--- src/logic/mbdp_regmap.sv ---
// Package and register-map engine for the metering data-point map
`timescale 1ns/100ps
`default_nettype none

package mbdp_pkg;
    localparam int          MAP_DEPTH      = 25;
    localparam int          BLOB_REGS      = 4;
    // Protocol address of the first register, and the same register in data-model numbering
    localparam logic [15:0] PROTO_BASE     = 16'h9C40;
    localparam logic [15:0] MODEL_BASE     = 16'h9C41;
    localparam logic [15:0] MODEL_OFFSET   = 16'h0001;
    // Register indices counted from the protocol base
    localparam logic [4:0]  IDX_MAGIC_HI   = 5'h00;
    localparam logic [4:0]  IDX_MAGIC_LO   = 5'h01;
    localparam logic [4:0]  IDX_MODEL_ID   = 5'h02;
    localparam logic [4:0]  IDX_MODEL_LEN  = 5'h03;
    localparam logic [4:0]  IDX_TEXT0      = 5'h04;
    localparam logic [4:0]  IDX_TEXT3      = 5'h07;
    localparam logic [4:0]  IDX_DEV_ADDR   = 5'h08;
    localparam logic [4:0]  IDX_SCALE      = 5'h09;
    localparam logic [4:0]  IDX_UNIT       = 5'h0A;
    localparam logic [4:0]  IDX_ENERGY_HI  = 5'h0B;
    localparam logic [4:0]  IDX_ENERGY_LO  = 5'h0C;
    localparam logic [4:0]  IDX_FLAG_HI    = 5'h0D;
    localparam logic [4:0]  IDX_FLAG_LO    = 5'h0E;
    localparam logic [4:0]  IDX_RESERVED   = 5'h0F;
    localparam logic [4:0]  IDX_BLOB_REGS  = 5'h10;
    localparam logic [4:0]  IDX_BLOB_BYTES = 5'h11;
    localparam logic [4:0]  IDX_PAD        = 5'h12;
    localparam logic [4:0]  IDX_BLOB0      = 5'h13;
    localparam logic [4:0]  IDX_BLOB3      = 5'h16;
    localparam logic [4:0]  IDX_END_ID     = 5'h17;
    localparam logic [4:0]  IDX_END_LEN    = 5'h18;
    // Bit n set: register n is the first register of a data point
    localparam logic [24:0] POINT_START    = 25'h1FF_AF1D;
    // Bit n set: register n accepts writes
    localparam logic [24:0] WRITABLE       = 25'h07A_03F0;
    localparam logic [15:0] PAYLOAD_LEN    = 16'h0013;
    localparam logic [15:0] END_MODEL_ID   = 16'hFFFF;
    localparam logic [15:0] END_MODEL_LEN  = 16'h0000;
    localparam logic [15:0] NA_SENTINEL    = 16'h8000;
    localparam logic [15:0] PAD_VALUE      = 16'h8000;
    localparam logic [15:0] SCALE_MIN      = 16'hFFF6;
    localparam logic [15:0] SCALE_MAX      = 16'h000A;
    localparam logic [15:0] UNIT_NONE      = 16'h00FF;
    localparam logic [15:0] UNIT_MINUTE    = 16'h0006;
    localparam logic [15:0] UNIT_SECOND    = 16'h0007;
    localparam logic [15:0] UNIT_WATT      = 16'h001B;
    localparam logic [15:0] UNIT_WATT_HOUR = 16'h001E;
    localparam logic [15:0] DEV_ADDR_RESET = 16'h002A;
    localparam logic [15:0] BLOB_MAX_BYTES = 16'h0008;
    localparam logic [15:0] BLOB_REG_COUNT = 16'h0004;

    typedef enum logic [1:0] {
        RESP_OK       = 2'h0,
        RESP_BAD_ADDR = 2'h1,
        RESP_REJECTED = 2'h2
    } mbdp_resp_t;

    typedef enum logic [2:0] {
        ST_IDLE    = 3'h0,
        ST_READ    = 3'h1,
        ST_COLLECT = 3'h3,
        ST_CHECK   = 3'h2,
        ST_APPLY   = 3'h6
    } mbdp_state_t;
endpackage

// Summary of operation
// - Any contiguous run of registers inside the map is read, point boundaries or not.
// - Words aimed at registers that are not writable are dropped and the stored value stays.
// - A write that covers only part of a data point is refused as a whole and changes nothing.
// - Protocol address 40000 is data-model address 40001, every register offset by one.
// - Numbers go out big-endian, the lower register of a 32-bit value holding its upper half.
// - A signed scale factor in the range -10 to 10 with a unit code goes with the measurand.
// - The 32-bit flag word carries 15 information bits and its top bit flags it invalid.
// - Text sits two characters per register, first in the upper byte, padded with zero bytes.
// - A text write must cover the full text span or it is refused as a partial write.
// - Binary data sits in a run of 16-bit registers described by two length registers.
// - The first length gives the area size in registers, the second the valid byte count.
// - A filler register reading 0x8000 follows the lengths so the binary area is aligned.
// - Unit codes are 255 none, 6 minute, 7 second, 27 watt and 30 watt-hour.
// - Points a standard model defines but the device lacks form one reserved range.
// - The model opens with an identifier and a payload length that excludes that header.
module mbdp_regmap #(
    parameter logic [31:0] MAGIC_WORD = 32'h0123_4567, // Arbitrary value
    parameter logic [15:0] MODEL_ID   = 16'h0101       // Arbitrary value
) (
    input  wire logic               clk,
    input  wire logic               reset,
    input  wire logic               reqValid,
    input  wire logic               reqWrite,
    input  wire logic [15:0]        reqAddr,
    input  wire logic [7:0]         reqCount,
    output logic                    reqReady,
    input  wire logic               wrValid,
    input  wire logic [15:0]        wrData,
    output logic                    wrReady,
    output logic                    rdValid,
    output logic [15:0]             rdData,
    output logic                    rdLast,
    output logic                    respValid,
    output mbdp_pkg::mbdp_resp_t    respCode,
    input  wire logic [31:0]        energyIn,
    input  wire logic [14:0]        statusBits,
    input  wire logic               statusInvalid,
    output logic [15:0]             devAddr,
    output logic [15:0]             scaleFactor
);
    import mbdp_pkg::*;

    mbdp_state_t state_reg;
    logic [4:0]  startIdx_reg;
    logic [8:0]  endIdx_reg;
    logic [4:0]  rdIdx_reg;
    logic [7:0]  wrCnt_reg;
    logic [15:0] store_reg [0:MAP_DEPTH-1];
    logic [15:0] wrBuf_reg [0:MAP_DEPTH-1];
    logic [15:0] reqIndex;
    logic [8:0]  reqEnd;
    logic        reqInMap;
    logic [15:0] curWord;
    logic [4:0]  blobOff;
    logic        hiByteOk;
    logic        loByteOk;
    logic        pointsWhole;

    // Incoming addresses are protocol addresses: index 0 is data-model address MODEL_BASE
    assign reqIndex = reqAddr - PROTO_BASE;
    assign reqEnd   = 9'(reqIndex[4:0]) + 9'(reqCount);
    assign reqInMap = (reqAddr >= PROTO_BASE) && (reqIndex < 16'(MAP_DEPTH)) &&
                      (reqCount != 8'h00) && (reqEnd <= 9'(MAP_DEPTH));

    // A write is whole only when it starts and ends on data-point boundaries
    assign pointsWhole = POINT_START[startIdx_reg] &&
                         ((endIdx_reg == 9'(MAP_DEPTH)) || POINT_START[endIdx_reg[4:0]]);

    assign blobOff  = rdIdx_reg - IDX_BLOB0;
    assign hiByteOk = {10'h000, blobOff, 1'b0} < store_reg[IDX_BLOB_BYTES];
    assign loByteOk = {10'h000, blobOff, 1'b1} < store_reg[IDX_BLOB_BYTES];

    always_comb begin
        curWord = NA_SENTINEL;
        if (rdIdx_reg == IDX_MAGIC_HI) begin
            curWord = MAGIC_WORD[31:16];
        end else if (rdIdx_reg == IDX_MAGIC_LO) begin
            curWord = MAGIC_WORD[15:0];
        end else if (rdIdx_reg == IDX_MODEL_ID) begin
            curWord = MODEL_ID;
        end else if (rdIdx_reg == IDX_MODEL_LEN) begin
            curWord = PAYLOAD_LEN;
        end else if (rdIdx_reg >= IDX_TEXT0 && rdIdx_reg <= IDX_TEXT3) begin
            curWord = store_reg[rdIdx_reg];
        end else if (rdIdx_reg == IDX_DEV_ADDR || rdIdx_reg == IDX_SCALE) begin
            curWord = store_reg[rdIdx_reg];
        end else if (rdIdx_reg == IDX_UNIT) begin
            curWord = UNIT_WATT_HOUR;
        end else if (rdIdx_reg == IDX_ENERGY_HI) begin
            curWord = energyIn[31:16];
        end else if (rdIdx_reg == IDX_ENERGY_LO) begin
            curWord = energyIn[15:0];
        end else if (rdIdx_reg == IDX_FLAG_HI) begin
            curWord = {statusInvalid, 15'h0000};
        end else if (rdIdx_reg == IDX_FLAG_LO) begin
            curWord = {1'b0, statusBits};
        end else if (rdIdx_reg == IDX_RESERVED) begin
            curWord = NA_SENTINEL;
        end else if (rdIdx_reg == IDX_BLOB_REGS) begin
            curWord = BLOB_REG_COUNT;
        end else if (rdIdx_reg == IDX_BLOB_BYTES) begin
            curWord = store_reg[IDX_BLOB_BYTES];
        end else if (rdIdx_reg == IDX_PAD) begin
            curWord = PAD_VALUE;
        end else if (rdIdx_reg >= IDX_BLOB0 && rdIdx_reg <= IDX_BLOB3) begin
            // Bytes past the valid count read as zero even if stale data is stored
            curWord = {hiByteOk ? store_reg[rdIdx_reg][15:8] : 8'h00,
                       loByteOk ? store_reg[rdIdx_reg][7:0] : 8'h00};
        end else if (rdIdx_reg == IDX_END_ID) begin
            curWord = END_MODEL_ID;
        end else if (rdIdx_reg == IDX_END_LEN) begin
            curWord = END_MODEL_LEN;
        end
    end

    // Sequencer
    always_ff @(posedge clk) begin
        if (reset) begin
            state_reg    <= ST_IDLE;
            startIdx_reg <= 5'h00;
            endIdx_reg   <= 9'h000;
            rdIdx_reg    <= 5'h00;
            wrCnt_reg    <= 8'h00;
        end else begin
            case (state_reg)
                ST_IDLE: begin
                    // A request only counts once ready has been shown, as the handshake does
                    if (reqValid && reqReady && reqInMap) begin
                        startIdx_reg <= reqIndex[4:0];
                        rdIdx_reg    <= reqIndex[4:0];
                        endIdx_reg   <= reqEnd;
                        wrCnt_reg    <= 8'h00;
                        state_reg    <= reqWrite ? ST_COLLECT : ST_READ;
                    end
                end
                ST_READ: begin
                    // Reads need no boundary alignment
                    if (9'(rdIdx_reg) + 9'h001 == endIdx_reg) begin
                        state_reg <= ST_IDLE;
                    end
                    rdIdx_reg <= rdIdx_reg + 5'h01;
                end
                ST_COLLECT: begin
                    if (wrValid && wrReady) begin
                        wrCnt_reg <= wrCnt_reg + 8'h01;
                        if (9'(startIdx_reg) + 9'(wrCnt_reg) + 9'h001 == endIdx_reg) begin
                            state_reg <= ST_CHECK;
                        end
                    end
                end
                ST_CHECK: begin
                    state_reg <= pointsWhole ? ST_APPLY : ST_IDLE;
                end
                ST_APPLY: begin
                    state_reg <= ST_IDLE;
                end
                default: begin
                    state_reg <= ST_IDLE;
                end
            endcase
        end
    end

    // Write words are held aside until the whole request is known to be acceptable
    always_ff @(posedge clk) begin
        if (reset) begin
            for (int i = 0; i < MAP_DEPTH; i++) begin
                wrBuf_reg[i] <= 16'h0000;
            end
        end else if (state_reg == ST_COLLECT && wrValid && wrReady) begin
            wrBuf_reg[5'(startIdx_reg + wrCnt_reg[4:0])] <= wrData;
        end
    end

    // Stored values; text and binary data reset to zero so unused bytes read as padding
    always_ff @(posedge clk) begin
        if (reset) begin
            for (int i = 0; i < MAP_DEPTH; i++) begin
                store_reg[i] <= 16'h0000;
            end
            store_reg[IDX_DEV_ADDR] <= DEV_ADDR_RESET;
        end else if (state_reg == ST_APPLY) begin
            for (int i = 0; i < MAP_DEPTH; i++) begin
                if (5'(i) >= startIdx_reg && 9'(i) < endIdx_reg && WRITABLE[i]) begin
                    if (5'(i) == IDX_SCALE) begin
                        // Out-of-range factors are dropped rather than clipped
                        if ($signed(wrBuf_reg[i]) >= $signed(SCALE_MIN) &&
                            $signed(wrBuf_reg[i]) <= $signed(SCALE_MAX)) begin
                            store_reg[i] <= wrBuf_reg[i];
                        end
                    end else if (5'(i) == IDX_BLOB_BYTES) begin
                        if (wrBuf_reg[i] <= BLOB_MAX_BYTES) begin
                            store_reg[i] <= wrBuf_reg[i];
                        end
                    end else begin
                        store_reg[i] <= wrBuf_reg[i];
                    end
                end
            end
        end
    end

    // Port handshakes
    always_ff @(posedge clk) begin
        if (reset) begin
            reqReady <= 1'b0;
            wrReady  <= 1'b0;
        end else begin
            reqReady <= (state_reg == ST_IDLE) && !(reqValid && reqReady);
            if (state_reg == ST_IDLE && reqValid && reqReady && reqInMap && reqWrite) begin
                wrReady <= 1'b1;
            end else if (state_reg == ST_COLLECT && wrValid && wrReady &&
                         9'(startIdx_reg) + 9'(wrCnt_reg) + 9'h001 == endIdx_reg) begin
                wrReady <= 1'b0;
            end
        end
    end

    // Read data stream
    always_ff @(posedge clk) begin
        if (reset) begin
            rdValid <= 1'b0;
            rdData  <= 16'h0000;
            rdLast  <= 1'b0;
        end else begin
            rdValid <= (state_reg == ST_READ);
            rdData  <= (state_reg == ST_READ) ? curWord : 16'h0000;
            rdLast  <= (state_reg == ST_READ) && (9'(rdIdx_reg) + 9'h001 == endIdx_reg);
        end
    end

    // Completion status
    always_ff @(posedge clk) begin
        if (reset) begin
            respValid <= 1'b0;
            respCode  <= RESP_OK;
        end else begin
            respValid <= 1'b0;
            if (state_reg == ST_IDLE && reqValid && reqReady && !reqInMap) begin
                respValid <= 1'b1;
                respCode  <= RESP_BAD_ADDR;
            end else if (state_reg == ST_READ && 9'(rdIdx_reg) + 9'h001 == endIdx_reg) begin
                respValid <= 1'b1;
                respCode  <= RESP_OK;
            end else if (state_reg == ST_CHECK) begin
                respValid <= 1'b1;
                respCode  <= pointsWhole ? RESP_OK : RESP_REJECTED;
            end
        end
    end

    // Live copies of the configuration points
    always_ff @(posedge clk) begin
        if (reset) begin
            devAddr     <= DEV_ADDR_RESET;
            scaleFactor <= 16'h0000;
        end else begin
            devAddr     <= store_reg[IDX_DEV_ADDR];
            scaleFactor <= store_reg[IDX_SCALE];
        end
    end
endmodule

`default_nettype wire

--- config.mk ---
export PLATFORM = sky130hd
export DESIGN_NAME = mbdp_regmap
export DESIGN_NICKNAME = d
export VERILOG_FILES = /design/src/logic/mbdp_regmap.sv
export SDC_FILE = /design/constraint.sdc
export NUM_CORES = 1
export LEC_CHECK = 0
export BUFFER_PORTS_ARGS = -buffer_cell sky130_fd_sc_hd__buf_2
export CELL_PAD_IN_SITES_DETAIL_PLACEMENT = 1
export CELL_PAD_IN_SITES_GLOBAL_PLACEMENT = 1
export CORE_ASPECT_RATIO = 1.4
export CORE_MARGIN = 3
export CORE_UTILIZATION = 35
export DETAILED_ROUTE_END_ITERATION = 7
export PLACE_DENSITY = 0.57
export SLEW_MARGIN = 40
export SYNTH_ARGS = -nofsm -noshare
export SYNTH_HDL_FRONTEND = slang
export SYNTH_SLANG_ARGS = --single-unit
export TNS_END_PERCENT = 10
--- constraint.sdc ---
create_clock -name clk -period 9.1 [get_ports clk]
set_input_delay 1.82 -clock clk [delete_from_list [all_inputs] [get_ports clk]]
set_output_delay 1.82 -clock clk [all_outputs]
set_load 0.05 [all_outputs]
# Word-level counts from Yosys, hierarchy flattened
# Memory sizes are Yosys's and may differ from the RTL's. A register that Yosys moved wholly into a read port is not among the register bits.
# Index checks and enable logic that the tools add are counted.
# totals
n_memories	4
ff_bits	53
mem_bits_rw	800
latchBits	0
rom_bits	64
word_cells	272
# op_classes
n_reduce_logical	52
div	0
shifts	0
n_mux	115
magnitude_cmp	36
add_sub_neg	9
n_eq_ne	27
multipliers	0
bitwise_logic	13
# mem_list
name	words	width	read_ports	rd_clocked_by_memory_dff	wr	line_no	text
store_reg	25	16	4	3	25	117	logic [15:0] store_reg [0:MAP_DEPTH-1];
wrBuf_reg	25	16	11	0	25	118	logic [15:0] wrBuf_reg [0:MAP_DEPTH-1];
(name not given)	32	1	1	1	0	136	((endIdx_reg == 9'(MAP_DEPTH)) || POINT_START[endIdx_reg[4:0]]);
(name not given)	32	1	1	1	0	135	assign pointsWhole = POINT_START[startIdx_reg] &&
# op_table
cell	n
$mux 16	27
$mux 1	62
$lt 5x9->1 const A	5
$mux 15	3
$eq 5x4->1 const B	8
$mux 5	8
$lt 3x9->1 const A	4
$lt 6x16->1	2
$mux 8	4
$logic_and 1x1->1	31
$eq 5x5->1 const B	5
$ge 5x5->1 const A	5
$ge 3x5->1 const A	4
$add 5x8->9	2
$lt 4x9->1 const A	2
$ge 16x16->1 const B	1
$ge 16x5->1 const B	1
$le 16x4->1 const B	1
$le 16x5->1 const B	1
$lt 16x5->1 const B	1
$pmux 8 s2	1
$reduce_or 16->1	1
$sub 16x16->16 const B	1
$mux 3	5
other kinds (43)	67

# Logic depth before layout (Yosys ltp)
# logic_depth
depth_word	19
mapped_depth	13

# Least setup slack after synthesis
# No wires, ideal clock.
# synth_timing
path_type	in2reg
start	input port reqAddr[0]
end	register (tool-made name)
path_slack_ps	4789
arrival_time_ps	4182
path_buffers	1
setup_ps	129
required_ps	8971
stages	11
path_cell_list	ha_1 fa_1 a211o_1 o21ai_0 xnor2_1 a311oi_2 and3_1 buf_4 mux2i_1 nor3b_1 o22ai_1
# synth_lines
element	line_no	text
from (decl)	93	input wire logic [15:0] reqAddr,

==> results.sh <==
export IMPL_drc_errors=0
export IMPL_hold_path_class="register to register"
export IMPL_number_of_global_route_vias_before_repair=14510
export IMPL_cts_root_buffer="sky130_fd_sc_hd__clkbuf_16"
export IMPL_post_cts_setup_driven_buffer_insertion_count=0
export IMPL_clk_pin_slew_ns=0.06
export IMPL_cts_htree_levels=2
export IMPL_endpoint_kind="register"
export IMPL_placement_setup_worst_slack_ns=3.916
export IMPL_slack_of_the_worst_reg_to_reg_path_ns=5.50
export IMPL_final_hold_violation_count=0
export IMPL_detail_route_wirelength_mm=61.05
export IMPL_p_leak_uw=0.008461
export IMPL_dp_final_hpwl_mm=43.25
export IMPL_reg2reg_depth=12
export IMPL_r2r_end="rdData[7]$_SDFF_PP0_"
export IMPL_fin_ws_ns=4.804
export IMPL_gr_total_overflow=0
export IMPL_slew_viol_final=0
export IMPL_synth_seq_cells=444
export IMPL_timing_final_crit_period_ns=4.296
export IMPL_ant_nets=0
export IMPL_critical_path_class="input pin to register"
export IMPL_grt_start_max_net_pins=70
export IMPL_min_delay_path_depth=1
export IMPL_setup_violations=0
export IMPL_cp_data_arrival_time_ns=4.75
export IMPL_seq_area_frac_synth_pct=60.91
export IMPL_number_of_flops_mapped_to_enable_cells_by_yosys=352
export IMPL_grt_total_usage_pct=19.81
export IMPL_dp_cells=2505
export IMPL_drt_iter0_markers=550
export IMPL_fin_nets=1931
export IMPL_synth_main_ff_cell="sky130_fd_sc_hd__edfxtp_1"
export IMPL_core_rowCount=104
export IMPL_synthDominantCellAreaShare_pct=51.88
export IMPL_postCtsResizedCells=0
export IMPL_vias_per_cell=5.190
export IMPL_clk_latency_ns=0.58
export IMPL_clockBufferDepth=3
export IMPL_maxcap_viol_count=0
export IMPL_fp_dieH_um=291.5
export IMPL_synth_top_area_cell="sky130_fd_sc_hd__edfxtp_1"
export IMPL_syn_to_final_growth_pct=14.87
export IMPL_drive_above_1_share_pct=17.05
export IMPL_cts_sinks=444
export IMPL_min_delay_start="store_reg[9][0]$_SDFFCE_PN0P_"
export IMPL_start_util_pct=35.43
export IMPL_final_min_period_over_clock_period_pct=47.21
export IMPL_required_ns=9.55
export IMPL_post_synth_main_area_contributors="sky130_fd_sc_hd__edfxtp_1, sky130_fd_sc_hd__and2_1, sky130_fd_sc_hd__dfxtp_1, sky130_fd_sc_hd__a21oi_1, sky130_fd_sc_hd__mux2i_1"
export IMPL_io_pin_count=148
export IMPL_drtPass1Iterations=5
export IMPL_chipWidth_um=209.9
export IMPL_first_pass_grt_wire_length_mm=90.79
export IMPL_antenna_found_initial=6
export IMPL_outcome="finished clean"
export IMPL_slew_headroom_pct=44.22
export IMPL_filler_cell_count_in_the_final_layout=6103
export IMPL_tritoncts_num_buffers=46
export IMPL_grt_setup_unrepaired="false"
export IMPL_buffer_ports_inserted=147
export IMPL_cts_hold_fix_buffers=0
export IMPL_tightest_slew_ns=0.8331
export IMPL_clock_skew_ns=0.02921
export IMPL_final_instance_count_excl_fill=2591
export IMPL_cts_tree="built"
export IMPL_regToRegStartpoint="rdIdx_reg[0]$_SDFFE_PP0P_"
export IMPL_design_die_area_mm2=0.06119
export IMPL_critPathMaxFanout=20
export IMPL_async_flop_share_pct=0
export IMPL_ys_warns=0
export IMPL_fmaxAchievable_ghz=0.2328
export IMPL_worst_setup_path_start_kind="input pin"
export IMPL_syn_inst=1689
export IMPL_fp_coreArea_mm2=0.05752
export IMPL_wire_per_inst_um=23.56
export IMPL_num_vias=13450
export IMPL_finalSetupTns_ns=0
export IMPL_avgSynthCellArea_um2=12.06
export IMPL_gpl_final_weighted_congestion=0.8315
export IMPL_powerDensity_mw_per_mm2=186.9
export IMPL_syn_cell_area_mm2=0.02038
export IMPL_yosysUniqueCellTypes=76
export IMPL_worst_hold_path_endpoint="scaleFactor[0]$_SDFF_PP0_"
export IMPL_power_ir_vdd_worst_mv=0.1213
==> metrics by stage <==
| stage | instance area (um2) | power [uW] | hold slack, ns | util, % |
|---|---|---|---|---|
| floorplan | 20420 | 2418 | 0.4313 | - |
| global placement | 21820 | 2512 | 0.4585 | 37.94 |
| detailed placement | 21870 | 2519 | 0.4807 | 38.02 |
| CTS | 23380 | 4431 | 0.4900 | 40.66 |
| global route | 23400 | 4524 | 0.5107 | 40.69 |
| finish | 23410 | 4375 | 0.4842 | 40.70 |
==> worst max-delay path by stage <==
stage,cells after the start,end,from,slack [ns]
floorplan,11,register,reqAddr[0],4.79
global placement,11,register,reqAddr[0],3.93
detailed placement,11,register,reqAddr[0],3.92
CTS,11,register,reqAddr[0],4.54
global route,11,register,reqAddr[0],4.55
finish,11,register,reqAddr[0],4.80
==> where the power goes <==
group	leakage [uW]	switching, uW	internal (uW)	total (uW)
Clock	0.000742	794	1110	1900
Combinational	0.00349	134	49.7	183
Sequential	0.00423	28.3	2260	2290
Total	0.00846	956	3420	4370
==> synth_stat cells (10+ instances only) <==
library cell               instances
sky130_fd_sc_hd__or2_2            23
sky130_fd_sc_hd__inv_1            24
sky130_fd_sc_hd__mux4_2           16
sky130_fd_sc_hd__buf_2            11
sky130_fd_sc_hd__clkbuf_1         87
sky130_fd_sc_hd__and2_1          344
sky130_fd_sc_hd__nor3_1           20
sky130_fd_sc_hd__nor4_1           20
sky130_fd_sc_hd__ha_1             24
sky130_fd_sc_hd__nand2b_1         16
sky130_fd_sc_hd__a21o_1           12
sky130_fd_sc_hd__nand2_1          67
sky130_fd_sc_hd__a22oi_1          13
sky130_fd_sc_hd__edfxtp_1        352
sky130_fd_sc_hd__nor2b_1          47
sky130_fd_sc_hd__o21a_1           10
sky130_fd_sc_hd__a211oi_1         13
sky130_fd_sc_hd__nor2_1           86
sky130_fd_sc_hd__o22ai_1          11
sky130_fd_sc_hd__a21oi_1          84
sky130_fd_sc_hd__or3_1            11
sky130_fd_sc_hd__dfxtp_1          92
sky130_fd_sc_hd__a221oi_1         17
sky130_fd_sc_hd__xnor2_1          22
sky130_fd_sc_hd__nand3b_1         10
sky130_fd_sc_hd__o21ai_0          53
sky130_fd_sc_hd__nand3_1          20
sky130_fd_sc_hd__mux2_2           12
sky130_fd_sc_hd__mux2i_1          42
==> area by class of cell <==
cell class                 instances  area [um2]  area share (%)
antenna                            2       5.005         0.02138
clock buffer                      68        1343           5.736
clock inverter                    16       175.2          0.7484
inverter                          25       93.84          0.4009
multi-input combinational       1126        7553           32.27
sequential                       444       12410           53.04
tap                              742       928.4           3.966
timing repair buffer             168       893.4           3.817
==> routing by layer <==
metal  track usage [%]  part of all wire, %  vias up
met5                 0                0.021        -
met4             6.718                  3.4        2
met3             2.911                  3.8       98
met2             37.32                   54      282
met1             22.69                   39     6734
li1                  -                    -     6331
==> worst max-delay path, stage by stage <==
cell	delay [ns]
sky130_fd_sc_hd__buf_2	0.14
sky130_fd_sc_hd__ha_1	0.23
sky130_fd_sc_hd__fa_1	0.41
sky130_fd_sc_hd__a211o_1	0.29
sky130_fd_sc_hd__o21ai_0	0.11
sky130_fd_sc_hd__xnor2_1	0.13
sky130_fd_sc_hd__a311oi_2	0.39
sky130_fd_sc_hd__and3_2	0.55
sky130_fd_sc_hd__mux2i_1	0.36
sky130_fd_sc_hd__nor3b_1	0.22
sky130_fd_sc_hd__o22ai_1	0.09
==> cell usage in the layout, fill, tap and decap left out, types with 20 or more instances in the layout <==
| cell | n |
|---|---|
| sky130_fd_sc_hd__xnor2_1 | 22 |
| sky130_fd_sc_hd__ha_1 | 24 |
| sky130_fd_sc_hd__nand2_1 | 67 |
| sky130_fd_sc_hd__inv_1 | 24 |
| sky130_fd_sc_hd__buf_4 | 21 |
| sky130_fd_sc_hd__or2_2 | 23 |
| sky130_fd_sc_hd__nor2b_1 | 46 |
| sky130_fd_sc_hd__o21ai_0 | 53 |
| sky130_fd_sc_hd__dfxtp_1 | 90 |
| sky130_fd_sc_hd__clkbuf_16 | 47 |
| sky130_fd_sc_hd__edfxtp_1 | 352 |
| sky130_fd_sc_hd__mux2i_1 | 42 |
| sky130_fd_sc_hd__nor2_1 | 76 |
| sky130_fd_sc_hd__buf_2 | 147 |
| sky130_fd_sc_hd__and2_1 | 344 |
| sky130_fd_sc_hd__a21oi_1 | 84 |
| sky130_fd_sc_hd__nand3_1 | 20 |
==> logic make-up (layout without fill, tap and decap cells) <==
| family | Yosys count | in the layout | share of synthesized area, % |
|---|---|---|---|
| mux | 70 | 70 | 4.495 |
| flops | 444 | 444 | 60.91 |
| xor+xnor | 29 | 29 | 1.247 |
| buf+inv | 130 | 277 | 2.518 |
| fa+ha+maj | 27 | 27 | 1.769 |
| simple gates | 705 | 705 | 19.96 |
| compound gates | 283 | 283 | 9.082 |
| other cells | 1 | 14 | 0.01840 |
(Power assumes the default switching activity.)
